File: config.mk
export PLATFORM = sky130hd
export DESIGN_NAME = cnbt_bit_timing
export DESIGN_NICKNAME = d
export VERILOG_FILES = /design/src/cnbt_pkg.sv /design/src/cnbt_tq_gen.sv /design/src/cnbt_bit_timing.sv
export SDC_FILE = /design/constraint.sdc
export NUM_CORES = 1
export LEC_CHECK = 0
export BUFFER_PORTS_ARGS = -buffer_cell sky130_fd_sc_hd__clkbuf_2
export CAP_MARGIN = 20
export CORE_MARGIN = 4
export CORE_UTILIZATION = 45
export DETAILED_ROUTE_END_ITERATION = 7
export GPL_ROUTABILITY_DRIVEN = 0
export HOLD_SLACK_MARGIN = 0.15
export SLEW_MARGIN = 20
export SYNTH_ARGS = -nofsm -noshare
export SYNTH_HDL_FRONTEND = slang
export SYNTH_SLANG_ARGS = --single-unit
export TNS_END_PERCENT = 30
File: constraint.sdc
create_clock -name ref_clk_in -period 9.3 [get_ports ref_clk_in]
set_input_delay 0.465 -clock ref_clk_in [delete_from_list [all_inputs] [get_ports ref_clk_in]]
set_output_delay 0.465 -clock ref_clk_in [all_outputs]
set_load 0.01 [all_outputs]
File: src/cnbt_pkg.sv
package cnbt_pkg;

	// ---------------------------------------------------------------
	// Clock and time units
	// ---------------------------------------------------------------
	localparam int CLK_PERIOD_NS = 25;
	localparam int MS_NS         = 1000000;
	localparam int MS_CYCLES     = MS_NS / CLK_PERIOD_NS;

	// ---------------------------------------------------------------
	// Register offsets (byte addresses)
	// ---------------------------------------------------------------
	localparam logic [7:0] OFS_CTRL       = 8'h00;
	localparam logic [7:0] OFS_NOM_PRESC  = 8'h04;
	localparam logic [7:0] OFS_SEGMENTS   = 8'h08;
	localparam logic [7:0] OFS_DATA_PRESC = 8'h0C;
	localparam logic [7:0] OFS_TX_TIMEOUT = 8'h10;
	localparam logic [7:0] OFS_STATUS     = 8'h14;

	// ---------------------------------------------------------------
	// Field positions
	// ---------------------------------------------------------------
	localparam int CTRL_CUSTOM_BIT = 0;
	localparam int SEG_SJW_LSB     = 0;
	localparam int SEG_TS1_LSB     = 8;
	localparam int SEG_TS2_LSB     = 16;
	localparam int ST_DATA_BIT     = 0;
	localparam int ST_BUSY_BIT     = 1;
	localparam int ST_ERR_BIT      = 2;
	localparam int ST_REJ_BIT      = 3;

	// ---------------------------------------------------------------
	// Prescaler limits and reset values
	// ---------------------------------------------------------------
	localparam logic [13:0] PRESC_STEP_NS = 14'h0019;
	localparam logic [13:0] PRESC_MAX_NS  = 14'h3200;
	localparam logic [13:0] DEF_PRESC_NS  = 14'h0032;
	localparam logic [6:0]  DEF_SJW       = 7'h04;
	localparam logic [7:0]  DEF_TS1       = 8'h21;
	localparam logic [6:0]  DEF_TS2       = 7'h04;
	localparam logic [31:0] TIMEOUT_FOREVER = 32'hFFFF_FFFF;
	localparam logic [31:0] DEF_TIMEOUT   = 32'hFFFF_FFFF;

	typedef enum logic [0:0] {TX_IDLE, TX_WAIT} cnbt_tx_e;

endpackage : cnbt_pkg

File: src/cnbt_tq_gen.sv
`timescale 1ns/1ps
module cnbt_tq_gen #(
	parameter int W = 10
) (
	input  wire logic         ref_clk_in,
	input  wire logic         rst_in,
	input  wire logic [W-1:0] div_in,
	output logic              tick_out
);
	if (W < 2)
	begin : g_bad_w
		$error("cnbt_tq_gen: W too small");
	end

	logic [W-1:0] cnt_q;
	logic [W-1:0] cnt_d;
	wire          wrap = (cnt_q >= div_in - W'(1));

	assign cnt_d = wrap ? '0 : cnt_q + W'(1);

	always_ff @(posedge ref_clk_in or posedge rst_in)
	begin
		if (rst_in)
		begin
			cnt_q    <= '0;
			tick_out <= 1'b0;
		end
		else
		begin
			cnt_q    <= cnt_d;
			tick_out <= wrap;
		end
	end

	a_tick_spacing: assert property (@(posedge ref_clk_in) disable iff (rst_in)
		tick_out && div_in == W'(2) && $stable(div_in) |=> !tick_out)
		else $error("tq tick came too early");

endmodule : cnbt_tq_gen

File: src/cnbt_bit_timing.sv
// Chosen here: the placing of the registers and the plain strobed port.
`timescale 1ns/1ps
module cnbt_bit_timing #(
	parameter int MS_CYCLES = cnbt_pkg::MS_CYCLES
) (
	input  wire logic        ref_clk_in,
	input  wire logic        rst_in,
	input  wire logic [7:0]  addr_in,
	input  wire logic [31:0] wdata_in,
	input  wire logic        wr_in,
	input  wire logic        rd_in,
	output logic      [31:0] rdata_out,
	input  wire logic        rx_in,
	input  wire logic        brs_phase_in,
	input  wire logic        tx_req_in,
	input  wire logic        tx_accept_in,
	output logic             bit_start_out,
	output logic             sample_out,
	output logic             sample_bit_out,
	output logic             tx_busy_out,
	output logic             tx_done_out,
	output logic             tx_err_out
);
	if (MS_CYCLES < 1)
	begin : g_bad_ms
		$error("cnbt_bit_timing: MS_CYCLES must be positive");
	end

	// ---------------------------------------------------------------
	// Register file
	// ---------------------------------------------------------------
	logic        custom_q;
	logic [13:0] nom_ns_q;
	logic [13:0] data_ns_q;
	logic [6:0]  sjw_q;
	logic [7:0]  ts1_q;
	logic [6:0]  ts2_q;
	logic [31:0] timeout_q;
	logic        rej_q;
	logic [31:0] rmux;

	wire sel_ctrl  = addr_in == cnbt_pkg::OFS_CTRL;
	wire sel_nom   = addr_in == cnbt_pkg::OFS_NOM_PRESC;
	wire sel_seg   = addr_in == cnbt_pkg::OFS_SEGMENTS;
	wire sel_data  = addr_in == cnbt_pkg::OFS_DATA_PRESC;
	wire sel_tmo   = addr_in == cnbt_pkg::OFS_TX_TIMEOUT;
	wire sel_stat  = addr_in == cnbt_pkg::OFS_STATUS;
	wire [13:0] w_ns     = wdata_in[13:0];
	wire [7:0]  w_ts1    = wdata_in[cnbt_pkg::SEG_TS1_LSB +: 8];
	wire        ns_ok    = wdata_in[31:14] == '0 && w_ns >= cnbt_pkg::PRESC_STEP_NS
		&& w_ns <= cnbt_pkg::PRESC_MAX_NS && (w_ns % cnbt_pkg::PRESC_STEP_NS) == '0;
	wire        seg_ok   = w_ts1 != 8'h00;
	wire        wr_nom   = wr_in && sel_nom && ns_ok;
	wire        wr_data  = wr_in && sel_data && ns_ok;
	wire        wr_seg   = wr_in && sel_seg && seg_ok;
	wire        rej_set  = wr_in && (((sel_nom || sel_data) && !ns_ok) || (sel_seg && !seg_ok));
	wire        rej_clr  = wr_in && sel_stat && wdata_in[cnbt_pkg::ST_REJ_BIT];

	always_ff @(posedge ref_clk_in or posedge rst_in)
	begin
		if (rst_in)
		begin
			custom_q  <= 1'b0;
			nom_ns_q  <= cnbt_pkg::DEF_PRESC_NS;
			data_ns_q <= cnbt_pkg::DEF_PRESC_NS;
			sjw_q     <= cnbt_pkg::DEF_SJW;
			ts1_q     <= cnbt_pkg::DEF_TS1;
			ts2_q     <= cnbt_pkg::DEF_TS2;
			timeout_q <= cnbt_pkg::DEF_TIMEOUT;
			rej_q     <= 1'b0;
			rdata_out <= '0;
		end
		else
		begin
			if (wr_in && sel_ctrl) custom_q <= wdata_in[cnbt_pkg::CTRL_CUSTOM_BIT];
			if (wr_nom) nom_ns_q <= w_ns;
			if (wr_data) data_ns_q <= w_ns;
			if (wr_seg)
			begin
				sjw_q <= wdata_in[cnbt_pkg::SEG_SJW_LSB +: 7];
				ts1_q <= w_ts1;
				ts2_q <= wdata_in[cnbt_pkg::SEG_TS2_LSB +: 7];
			end
			if (wr_in && sel_tmo) timeout_q <= wdata_in;
			// Set wins over clear
			rej_q     <= rej_set | (rej_q & ~rej_clr);
			rdata_out <= rd_in ? rmux : '0;
		end
	end

	always_comb
	begin
		rmux = '0;
		if (sel_ctrl) rmux[cnbt_pkg::CTRL_CUSTOM_BIT] = custom_q;
		if (sel_nom) rmux[13:0] = nom_ns_q;
		if (sel_data) rmux[13:0] = data_ns_q;
		if (sel_seg)
		begin
			rmux[cnbt_pkg::SEG_SJW_LSB +: 7] = sjw_q;
			rmux[cnbt_pkg::SEG_TS1_LSB +: 8] = ts1_q;
			rmux[cnbt_pkg::SEG_TS2_LSB +: 7] = ts2_q;
		end
		if (sel_tmo) rmux = timeout_q;
		if (sel_stat)
		begin
			rmux[cnbt_pkg::ST_DATA_BIT] = brs_phase_in;
			rmux[cnbt_pkg::ST_BUSY_BIT] = tx_busy_out;
			rmux[cnbt_pkg::ST_ERR_BIT]  = tx_err_out;
			rmux[cnbt_pkg::ST_REJ_BIT]  = rej_q;
		end
	end

	// ---------------------------------------------------------------
	// Effective timing values
	// ---------------------------------------------------------------
	// default nominal prescaler unless customised; data phase always uses the data prescaler
	wire [13:0] nom_eff_ns = custom_q ? nom_ns_q : cnbt_pkg::DEF_PRESC_NS;
	wire [13:0] eff_ns     = brs_phase_in ? data_ns_q : nom_eff_ns;
	wire [13:0] div_wide   = eff_ns / cnbt_pkg::PRESC_STEP_NS;
	wire [9:0]  tq_div     = div_wide[9:0];
	// plus one quantum, defaults unless customised
	wire [9:0]  sjw_eff    = 10'(custom_q ? sjw_q : cnbt_pkg::DEF_SJW) + 10'd1;
	wire [9:0]  ts1_eff    = 10'(custom_q ? ts1_q : cnbt_pkg::DEF_TS1) + 10'd1;
	wire [9:0]  ts2_eff    = 10'(custom_q ? ts2_q : cnbt_pkg::DEF_TS2) + 10'd1;
	wire        tick;

	cnbt_tq_gen #(.W(10)) u_tq (
		.ref_clk_in (ref_clk_in),
		.rst_in     (rst_in),
		.div_in     (tq_div),
		.tick_out   (tick)
	);

	// ---------------------------------------------------------------
	// Bit segment counter with resynchronisation
	// ---------------------------------------------------------------
	logic [9:0] idx_q;
	logic [9:0] ext_q;
	logic [9:0] shr_q;
	logic       synced_q;
	logic       rx_tq_q;
	logic [9:0] ext_d;
	logic [9:0] shr_d;
	logic       restart;

	wire [9:0] idx_inc  = idx_q + 10'd1;
	wire       edge_det = tick && rx_tq_q && !rx_in && !synced_q && idx_q != '0;
	// boundary after sync quantum and first segment
	wire [9:0] seg1_end = 10'd1 + ts1_eff + ext_d;
	wire [9:0] bit_end  = seg1_end + ts2_eff - shr_d;
	wire [9:0] remain   = bit_end - idx_q;

	// phase error limited by jump width
	always_comb
	begin
		ext_d   = ext_q;
		shr_d   = shr_q;
		restart = 1'b0;
		if (edge_det)
		begin
			if (idx_q < 10'd1 + ts1_eff + ext_q)
				ext_d = (idx_q < sjw_eff) ? idx_q : sjw_eff;
			else if (10'd1 + ts1_eff + ext_q + ts2_eff - shr_q - idx_q <= sjw_eff)
				restart = 1'b1;
			else
				shr_d = sjw_eff;
		end
	end

	// Ends at once if new settings fall behind the count
	wire bit_hit = tick && (restart || idx_inc >= bit_end);
	wire smp_hit = tick && !restart && idx_inc == seg1_end;

	always_ff @(posedge ref_clk_in or posedge rst_in)
	begin
		if (rst_in)
		begin
			idx_q          <= '0;
			ext_q          <= '0;
			shr_q          <= '0;
			synced_q       <= 1'b0;
			rx_tq_q        <= 1'b1;
			bit_start_out  <= 1'b0;
			sample_out     <= 1'b0;
			sample_bit_out <= 1'b1;
		end
		else
		begin
			if (tick) rx_tq_q <= rx_in;
			idx_q         <= bit_hit ? '0 : (tick ? idx_inc : idx_q);
			ext_q         <= bit_hit ? '0 : ext_d;
			shr_q         <= bit_hit ? '0 : shr_d;
			synced_q      <= bit_hit ? 1'b0 : (synced_q | edge_det);
			bit_start_out <= bit_hit;
			sample_out    <= smp_hit;
			if (smp_hit) sample_bit_out <= rx_in;
		end
	end

	// ---------------------------------------------------------------
	// Transmit submission with timeout
	// ---------------------------------------------------------------
	cnbt_pkg::cnbt_tx_e tx_st_q;
	logic [31:0] ms_q;
	logic [31:0] cyc_q;

	wire forever_wait = timeout_q == cnbt_pkg::TIMEOUT_FOREVER;
	wire ms_wrap      = cyc_q == 32'(MS_CYCLES - 1);
	// expiry only with a finite timeout
	wire expired      = !forever_wait && ms_q >= timeout_q;
	wire in_wait      = tx_st_q == cnbt_pkg::TX_WAIT;
	wire tx_ok        = in_wait && tx_accept_in;
	wire tx_fail      = in_wait && !tx_accept_in && expired;

	always_ff @(posedge ref_clk_in or posedge rst_in)
	begin
		if (rst_in)
		begin
			tx_st_q     <= cnbt_pkg::TX_IDLE;
			ms_q        <= '0;
			cyc_q       <= '0;
			tx_busy_out <= 1'b0;
			tx_done_out <= 1'b0;
			tx_err_out  <= 1'b0;
		end
		else
		begin
			tx_done_out <= tx_ok | tx_fail;
			case (tx_st_q)
				cnbt_pkg::TX_IDLE:
				begin
					ms_q  <= '0;
					cyc_q <= '0;
					if (tx_req_in)
					begin
						tx_st_q     <= cnbt_pkg::TX_WAIT;
						tx_busy_out <= 1'b1;
					end
				end
				cnbt_pkg::TX_WAIT:
				begin
					cyc_q <= ms_wrap ? '0 : cyc_q + 32'd1;
					if (ms_wrap && !forever_wait) ms_q <= ms_q + 32'd1;
					if (tx_ok || tx_fail)
					begin
						tx_st_q     <= cnbt_pkg::TX_IDLE;
						tx_busy_out <= 1'b0;
						tx_err_out  <= tx_fail;
					end
				end
				default: tx_st_q <= cnbt_pkg::TX_IDLE;
			endcase
		end
	end

	// ---------------------------------------------------------------
	// Checks
	// ---------------------------------------------------------------
	logic [19:0] since_bit_q;
	logic        clean_q;
	wire         dflt = !custom_q && !brs_phase_in;

	always_ff @(posedge ref_clk_in or posedge rst_in)
	begin
		if (rst_in)
		begin
			since_bit_q <= '0;
			clean_q     <= 1'b0;
		end
		else
		begin
			since_bit_q <= bit_start_out ? '0 : since_bit_q + 20'd1;
			clean_q     <= bit_start_out ? (!edge_det & dflt) : (clean_q & !edge_det & dflt);
		end
	end


	a_default_presc: assert property (@(posedge ref_clk_in) disable iff (rst_in)
		!custom_q && !brs_phase_in |-> tq_div == 10'd2)
		else $error("default prescaler is not two cycles");
	a_bad_presc_kept: assert property (@(posedge ref_clk_in) disable iff (rst_in)
		wr_in && sel_nom && !ns_ok |=> $stable(nom_ns_q) && rej_q)
		else $error("invalid prescaler was taken");
	a_sjw_bound: assert property (@(posedge ref_clk_in) disable iff (rst_in)
		ext_q <= sjw_eff && shr_q <= sjw_eff)
		else $error("resync exceeds jump width");
	a_ts1_nonzero: assert property (@(posedge ref_clk_in) disable iff (rst_in)
		wr_in && sel_seg && w_ts1 == 8'h00 |=> $stable(ts1_q))
		else $error("zero first segment was taken");
	a_seg2_length: assert property (@(posedge ref_clk_in) disable iff (rst_in)
		bit_start_out && dflt && clean_q |-> $past(sample_out, 10))
		else $error("second segment length wrong");
	a_default_bit: assert property (@(posedge ref_clk_in) disable iff (rst_in)
		bit_start_out && dflt && clean_q |-> since_bit_q == 20'd79)
		else $error("default bit is not 80 cycles");
	a_default_sample: assert property (@(posedge ref_clk_in) disable iff (rst_in)
		sample_out && dflt && clean_q |-> since_bit_q == 20'd69)
		else $error("default sample point not at 87.5 percent");
	a_data_rate: assert property (@(posedge ref_clk_in) disable iff (rst_in)
		brs_phase_in |-> 14'(tq_div) * cnbt_pkg::PRESC_STEP_NS == data_ns_q)
		else $error("data phase not on data prescaler");
	a_forever_wait: assert property (@(posedge ref_clk_in) disable iff (rst_in)
		in_wait && forever_wait && !tx_accept_in |=> !tx_done_out && tx_busy_out)
		else $error("infinite timeout ended submission");
	a_fail_reported: assert property (@(posedge ref_clk_in) disable iff (rst_in)
		tx_done_out |-> tx_err_out == !$past(tx_accept_in))
		else $error("submission result misreported");
	a_sample_inside: assert property (@(posedge ref_clk_in) disable iff (rst_in)
		sample_out |-> !bit_start_out)
		else $error("sample on a bit boundary");

	c_resync: cover property (@(posedge ref_clk_in) disable iff (rst_in) edge_det);
	c_restart: cover property (@(posedge ref_clk_in) disable iff (rst_in) restart);
	c_tx_fail: cover property (@(posedge ref_clk_in) disable iff (rst_in) tx_fail);
	c_data_bit: cover property (@(posedge ref_clk_in) disable iff (rst_in)
		brs_phase_in && bit_start_out);

endmodule : cnbt_bit_timing

# Yosys cells after proc, flatten, opt, wreduce, memory -nomap -nowiden
# Index checks and enable logic that the tools add are counted.
totals:
  register_bits: 230
  mem_bits_rw: 0
  mem_count: 0
  mem_bits_ro: 0
  out_inout_bits: 38
  latchBits: 0
  input_bits: 48
op_classes:
  addsub: 16
  n_mux: 38
  eq_ne: 11
  shift: 0
  div_mod_pow: 2
  n_reduce_logical: 47
  magnitude_cmp: 8
  multipliers: 0
  bitwise_logic: 6
op_table:
  columns: ["op", "count"]
  rows:
  - ["32-bit 2-to-1 mux", 4]
  - ["32-bit one-hot mux with 2 select lines", 2]
  - ["10-bit 2-to-1 mux", 11]
  - ["32-bit by 1-bit adder with 32-bit output, second input constant", 2]
  - ["14-bit 2-to-1 mux", 4]
  - ["32-bit by 16-bit equality test with 1-bit output, second input constant", 1]
  - ["32-bit equality test, second input constant", 1]
  - ["32-bit >= comparator", 1]
  - ["10-bit subtractor", 3]
  - ["1-bit logical AND", 28]
  - ["7-bit 2-to-1 mux", 3]
  - ["10-bit by 1-bit adder with 10-bit output, second input constant", 2]
  - ["10-bit adder", 2]
  - ["10-bit by 8-bit adder with 10-bit output", 2]
  - ["10-bit >= comparator", 2]
  - ["18-bit logical NOT", 1]
  - ["7-bit by 1-bit adder with 8-bit output, second input constant", 2]
  - ["8-bit by 4-bit equality test with 1-bit output, second input constant", 2]
  - ["8-bit by 5-bit equality test with 1-bit output, second input constant", 2]
  - ["15-bit 2-to-1 mux", 1]
  - ["14-bit by 5-bit divider with 14-bit output, second input constant", 1]
  - ["14-bit by 5-bit >= comparator with 1-bit output, second input constant", 1]
  - ["14-bit <= comparator, second input constant", 1]
  - ["14-bit logical NOT", 1]
  - ["other kinds (25)", 48]

# Logic depth before layout (Yosys ltp)
logic_depth:
  depth_word: 16
  depth_mapped: 50
  mapped_depth_nobuf: 45

# Hierarchy
# Synthesis repeated with hierarchy kept, for this count alone.
hier_totals:
  hier_cells: 2108
  area_unflattened_um2: 18885.6
by_module_without_submodules:
  columns: ["module", "area_each_um2", "instances", "seq_area_each_um2", "cells_each"]
  rows:
  - ["cnbt_bit_timing", 17961.0, 1, 5535.3, 2015]
  - ["cnbt_tq_gen", 924.6, 1, 275.3, 93]

# Worst setup path after synthesis
# No wires, ideal clock.
synth_path:
  kind: "register to register"
  start: "reg custom_q"
  end: "reg idx_q[7]"
  setup_ns: 0.110
  path_stages_with_launch: 47
  required_time_ns: 9.190
  path_slack_ns: 0.031
  arrival_time_ns: 9.159
  cell_sequence: "dfrtp_1 clkbuf_1 clkbuf_1 clkbuf_1 nand2_1 inv_1 ha_1 ha_1 nor2b_1 o21ai_0 a21oi_1 o21ai_0 nand2b_1 a21o_1 a21oi_1 xor2_1 fa_1 inv_1 (+11 left out) ha_1 a21o_1 a21oi_1 o21bai_1 a21oi_1 o21bai_1 a21oi_1 o21bai_1 a21oi_1 xnor2_1 xnor2_1 xnor2_1 ha_1 a211o_1 clkbuf_1 inv_1 nand2_1 o41ai_1"
synth_between:
  elab_chain_cells: 16
  elab_cells_between_ends: 31
  cone_classes: "add/sub: 11; order compare: 4; mux: 13; reduce/logical: 3"
synth_lines:
  columns: ["element", "line_no", "text"]
  rows:
  - ["from (decl)", "cnbt_bit_timing.sv:32", "logic custom_q;"]
  - ["from (signal assigned)", "cnbt_bit_timing.sv:75", "if (wr_in && sel_ctrl) custom_q <= wdata_in[cnbt_pkg::CTRL_CUSTOM_BIT];"]
  - ["8-bit 2-to-1 mux", "cnbt_bit_timing.sv:123", "wire [9:0] ts1_eff = 10'(custom_q ? ts1_q : cnbt_pkg::DEF_TS1) + 10'd1;"]
  - ["8-bit by 1-bit adder with 9-bit output", "cnbt_bit_timing.sv:123", null]
  - ["1-bit by 9-bit adder with 10-bit output", "cnbt_bit_timing.sv:149, cnbt_bit_timing.sv:161, cnbt_bit_timing.sv:163", null]
  - ["10-bit adder", "cnbt_bit_timing.sv:161, cnbt_bit_timing.sv:163", null]
  - ["10-bit by 8-bit adder with 10-bit output", "cnbt_bit_timing.sv:163", "else if (10'd1 + ts1_eff + ext_q + ts2_eff - shr_q - idx_q <= sjw_eff)"]
  - ["10-bit subtractor (2 in series)", "cnbt_bit_timing.sv:163", null]
  - ["10-bit by 8-bit <= comparator with 1-bit output", "cnbt_bit_timing.sv:163", null]
  - ["10-bit 2-to-1 mux", "cnbt_bit_timing.sv:163", null]
  - ["10-bit 2-to-1 mux", "cnbt_bit_timing.sv:161", "if (idx_q < 10'd1 + ts1_eff + ext_q)"]
  - ["10-bit 2-to-1 mux", "cnbt_bit_timing.sv:159", "if (edge_det)"]
  - ["10-bit subtractor", "cnbt_bit_timing.sv:150", "wire [9:0] bit_end = seg1_end + ts2_eff - shr_d;"]
  - ["10-bit >= comparator", "cnbt_bit_timing.sv:171", "wire bit_hit = tick && (restart || idx_inc >= bit_end);"]
  - ["1-bit logical OR (*)", "cnbt_bit_timing.sv:171", null]
  - ["1-bit logical AND (*)", "cnbt_bit_timing.sv:171", null]
  - ["10-bit 2-to-1 mux or 2-bit nonzero test (tied branches)", null, null]
  - ["to (signal assigned)", "cnbt_bit_timing.sv:190", "idx_q <= bit_hit ? '0 : (tick ? idx_inc : idx_q);"]
  - ["to (decl)", "cnbt_bit_timing.sv:137", "logic [9:0] idx_q;"]
# Mark *: on every way between the ends. The rest lies on a longest branch, timed or not.
# A chain may end at the register's enable or synchronous reset.

# Worst setup path after layout
layout_path:
  start: "reg custom_q"
  end: "reg u_tq.cnt_q[2]"
layout_between:
  elab_chain_cells: 6
layout_lines:
  columns: ["element", "line_no", "text"]
  rows:
  - ["14-bit 2-to-1 mux", "cnbt_bit_timing.sv:117", "wire [13:0] nom_eff_ns = custom_q ? nom_ns_q : cnbt_pkg::DEF_PRESC_NS;"]
  - ["14-bit 2-to-1 mux", "cnbt_bit_timing.sv:118", "wire [13:0] eff_ns = brs_phase_in ? data_ns_q : nom_eff_ns;"]
  - ["14-bit by 5-bit divider with 14-bit output", "cnbt_bit_timing.sv:119", "wire [13:0] div_wide = eff_ns / cnbt_pkg::PRESC_STEP_NS;"]
  - ["10-bit by 1-bit subtractor with 10-bit output", "cnbt_tq_gen.sv:17", "wire wrap = (cnt_q >= div_in - W'(1));"]
  - ["10-bit >= comparator", "cnbt_tq_gen.sv:17", null]
  - ["10-bit 2-to-1 mux", "cnbt_tq_gen.sv:19", "assign cnt_d = wrap ? '0 : cnt_q + W'(1);"]
  - ["net u_tq.cnt_d[2]", "cnbt_tq_gen.sv:16", "logic [W-1:0] cnt_d;"]
  - ["to (signal assigned)", "cnbt_tq_gen.sv:30", "cnt_q <= cnt_d;"]
  - ["to (decl)", "cnbt_tq_gen.sv:15", "logic [W-1:0] cnt_q;"]
# The timed path passes the listed nets, and every way through them passes these cells.

==> flow_metrics.py <==
metrics = {
    "flow_run": {
        "maxCapViolCount": 0,
    },
    "min_path": {
        "hold_class": "in -> reg",
    },
    "timing": {
        "rsz0062_at_grt": "yes",
        "finalClockSkew_ns": 0.04650,
        "slew_violations": 0,
        "finalHoldViolCount": 0,
        "max_freq_mhz": 113.3,
        "setup_violations": 0,
        "maxSlewHeadroom": 0.3455,
        "fin_crit_ns": 8.823,
        "worst_slew_pin_slew_ns": 0.9728,
        "min_period_over_period": 0.9487,
    },
    "worst_setup_path": {
        "end_kind": "flop",
        "crit_path_start_kind": "flop",
        "cp.required_ns": 9.76,
        "r2r-start": "custom_q",
        "critPathLaunch": "custom_q",
        "r2r_setup_slack_ns": 0.48,
        "critical_path_class": "reg -> reg",
        "crit_fanout": 14,
        "crit_path_max_incr_delay_ns": 0.49,
        "crit_path_frequent_cell": "nor2b_1",
        "worstSetupEndpoint": "u_tq.cnt_q[2]",
        "critical_path_arrival_ns": 9.29,
        "slowest_stage": "or3_4",
        "timing.rr.end": "u_tq.cnt_q[2]",
        "reg2reg_depth": 40,
    },
    "routing": {
        "wirelength_um": 54340,
        "dr.pass1.iters": 6,
        "antenna_left": 0,
        "drc": 0,
        "wl_per_cell_um": 19.12,
        "drt_iter0_drc": 1291,
        "vias_per_cell": 5.933,
        "num_vias": 16860,
    },
    "logic_synthesis": {
        "syn_area_um2": 19340,
        "synth_mux_area_frac": 0.05791,
        "syn_nets": 2389,
        "synth_fa_ha_area_frac": 0.1138,
        "avgSynthCellArea_um2": 8.858,
        "synth_edf_count": 0,
        "synth_cells": 2183,
        "yosys_register_bits": 230,
        "synth_flop_cell": "dfrtp_1",
        "yosys.area_share.simple": 0.1969,
        "synthArstFlopShare": 1.000,
        "yosysWarnings": 0,
        "synth_seq_area_share": 0.3005,
        "synth_xor_area_frac": 0.06697,
        "ys_types": 120,
        "synth_top_family_by_area": "compound AO/OA/AOI/OAI gates",
        "synth-compound-area-share": 0.2150,
    },
    "floorplanning": {
        "die_area_um2": 46350,
        "core_area_um2": 42230,
        "io_pins": 86,
        "initial_utilization": 0.4579,
        "die_h_um": 215.3,
        "placementRows": 75,
        "die_x_um": 215.3,
    },
    "cells_and_area": {
        "fillers": 3936,
        "post-route-util": 0.5233,
        "final_common_cell": "dfrtp_1",
        "area_growth_pct": 14.29,
        "drive_gt1_frac": 0.1842,
        "final_cell_mix": "dfrtp_1 (185), nand2_1 (160), nor2_1 (157)",
        "nets": 2486,
    },
    "grt": {
        "grt_pass1_vias": 16210,
        "grt_pass1_wl_um": 88090,
        "grt_max_degree": 110,
        "antenna_found_initial": 1,
        "grtUsageTotal": 0.2274,
        "overflow": 0,
    },
    "clocking": {
        "clkLatencyLatePin_ns": 0.58,
        "clock-sinks": 230,
        "cts_root_buf": "clkbuf_16",
        "htree_num_levels": 1,
        "clkTransAtPathRegs_ns": 0.07,
        "clk_path_buf_depth": 3,
        "cts_made_buffers": 28,
        "cts_tree": "yes",
    },
    "place": {
        "port_buffers": 85,
        "hpwl_um": 40250,
    },
    "pwr": {
        "power.density_nw_per_um2": 260.7,
        "irDropWorstVdd_uv": 226.0,
        "p_leak_nw": 9.759,
        "p_total_mw": 5.762,
    },
    "run_status": {
        "status": "complete, no violations",
    },
}
-- cells in the mapped netlist, types with 12 or more instances --
library cell | count | share of area
a211oi_1 | 12 | 0.0047
a21boi_0 | 32 | 0.012
a21o_1 | 41 | 0.016
a21oi_1 | 98 | 0.025
a22o_1 | 25 | 0.011
a22oi_1 | 18 | 0.0070
a31oi_1 | 20 | 0.0065
and2_1 | 57 | 0.018
and3_1 | 39 | 0.013
buf_2 | 13 | 0.0034
clkbuf_1 | 63 | 0.012
dfrtp_1 | 186 | 0.24
dfstp_2 | 44 | 0.060
fa_1 | 27 | 0.028
ha_1 | 131 | 0.085
inv_1 | 143 | 0.028
mux2_1 | 17 | 0.0099
mux2_2 | 57 | 0.033
mux2i_1 | 25 | 0.013
nand2_1 | 161 | 0.031
nand2b_1 | 31 | 0.010
nand3_1 | 83 | 0.021
nand4_1 | 30 | 0.0097
nor2_1 | 160 | 0.031
nor2b_1 | 34 | 0.011
nor3_1 | 49 | 0.013
nor4_1 | 24 | 0.0078
o211a_1 | 12 | 0.0062
o211ai_1 | 15 | 0.0058
o21ai_0 | 99 | 0.026
o21ai_1 | 16 | 0.0041
o21bai_1 | 23 | 0.0089
or3_1 | 22 | 0.0071
xnor2_1 | 98 | 0.044
xor2_1 | 48 | 0.022
-- worst max-delay path: cells and delay by family, from the launching register on --
family	cells	cell delay [ns]
AO/OA/AOI/OAI	20	4.25
AND/OR/NAND/NOR	15	2.88
adder cells (fa/ha/maj)	3	0.74
flip-flops	1	0.46
buffers and inverters	1	0.20
XOR/XNOR	1	0.16
-- per-layer routing --
metal  global-route usage  share of wire
met3              0.02613          0.044
met1               0.3372           0.48
met4              0.03350          0.015
met2               0.3666           0.46
met5                    0              0
-- power by group --
group	switching [mW]	internal, mW	leakage, nW	total, mW
Sequential	0.0835	1.09	3.01	1.17
Combinational	1.93	1.48	6.26	3.41
Clock	0.470	0.716	0.487	1.19
Total	2.48	3.28	9.76	5.76
-- flip-flops by register name (all words and copies together), names as in the netlist, 7 cells and up --
register / cells
cyc_q: 32
data_ns_q: 14
ext_q: 10
idx_q: 10
ms_q: 32
nom_ns_q: 14
rdata_out: 32
shr_q: 10
sjw_q: 7
timeout_q: 32
ts1_q: 8
ts2_q: 7
u_tq.cnt_q: 10
-- how the worst min path moves through the flow --
| stage | from | endpoint | slack [ns] | depth (start not counted) |
|---|---|---|---|---|
| global placement | cyc_q[0] | cyc_q[0] | 0.47 | 1 |
| finish | wdata_in[18] | timeout_q[18] | 0.18 | 2 |
| CTS | wdata_in[18] | timeout_q[18] | 0.15 | 2 |
| global route | wdata_in[18] | timeout_q[18] | 0.17 | 2 |
| floorplan | ts1_q[0] | ts1_q[0] | 0.44 | 2 |
| detailed placement | cyc_q[0] | cyc_q[0] | 0.48 | 1 |
-- per-stage QoR --
stage	hold WS, ns	cells	area [um2]	TNS (ns)	setup slack [ns]
2_1_floorplan	0.4434	2183	19340	0	0.03074
3_3_place_gp	0.4725	2759	20370	0	0.08563
3_5_place_dp	0.4784	2759	20370	-1.302	-0.1416
4_1_cts	0.1504	2827	21580	0	0.001957
5_1_grt	0.1729	2842	22100	-0.7050	-0.08776
6_report	0.1775	2842	22100	0	0.4771
-- logic make-up (layout without fill, tap and decap cells) --
| family | count (synthesis) | after routing |
|---|---|---|
| flops | 230 | 230 |
| simple gates | 741 | 742 |
| mux | 101 | 101 |
| other cells | 0 | 1 |
| fa+ha+maj | 160 | 160 |
| compound gates | 570 | 570 |
| xor+xnor | 147 | 147 |
| buf+inv | 234 | 352 |
-- layout make-up --
class | instances | area [um2] | share of cell area
Multi-Input combinational cell | 1720 | 13060 | 0.5910
Sequential cell | 230 | 5812 | 0.2630
Clock buffer | 34 | 743.2 | 0.03363
Timing Repair Buffer | 155 | 991.0 | 0.04484
Inverter | 145 | 551.8 | 0.02497
Clock inverter | 18 | 264.0 | 0.01195
Antenna cell | 1 | 2.502 | 0.0001132
Tap cell | 539 | 674.4 | 0.03052
-- timing repair --
action	in CTS	in global routing
hold buffers	16	0
pin swaps	0	15
resized for setup	8	82
setup buffers	0	13
cloned	0	1
setup endpoints to repair	11	43
hold endpoints to repair	118	0
Power figures use the tool's default switching activity.
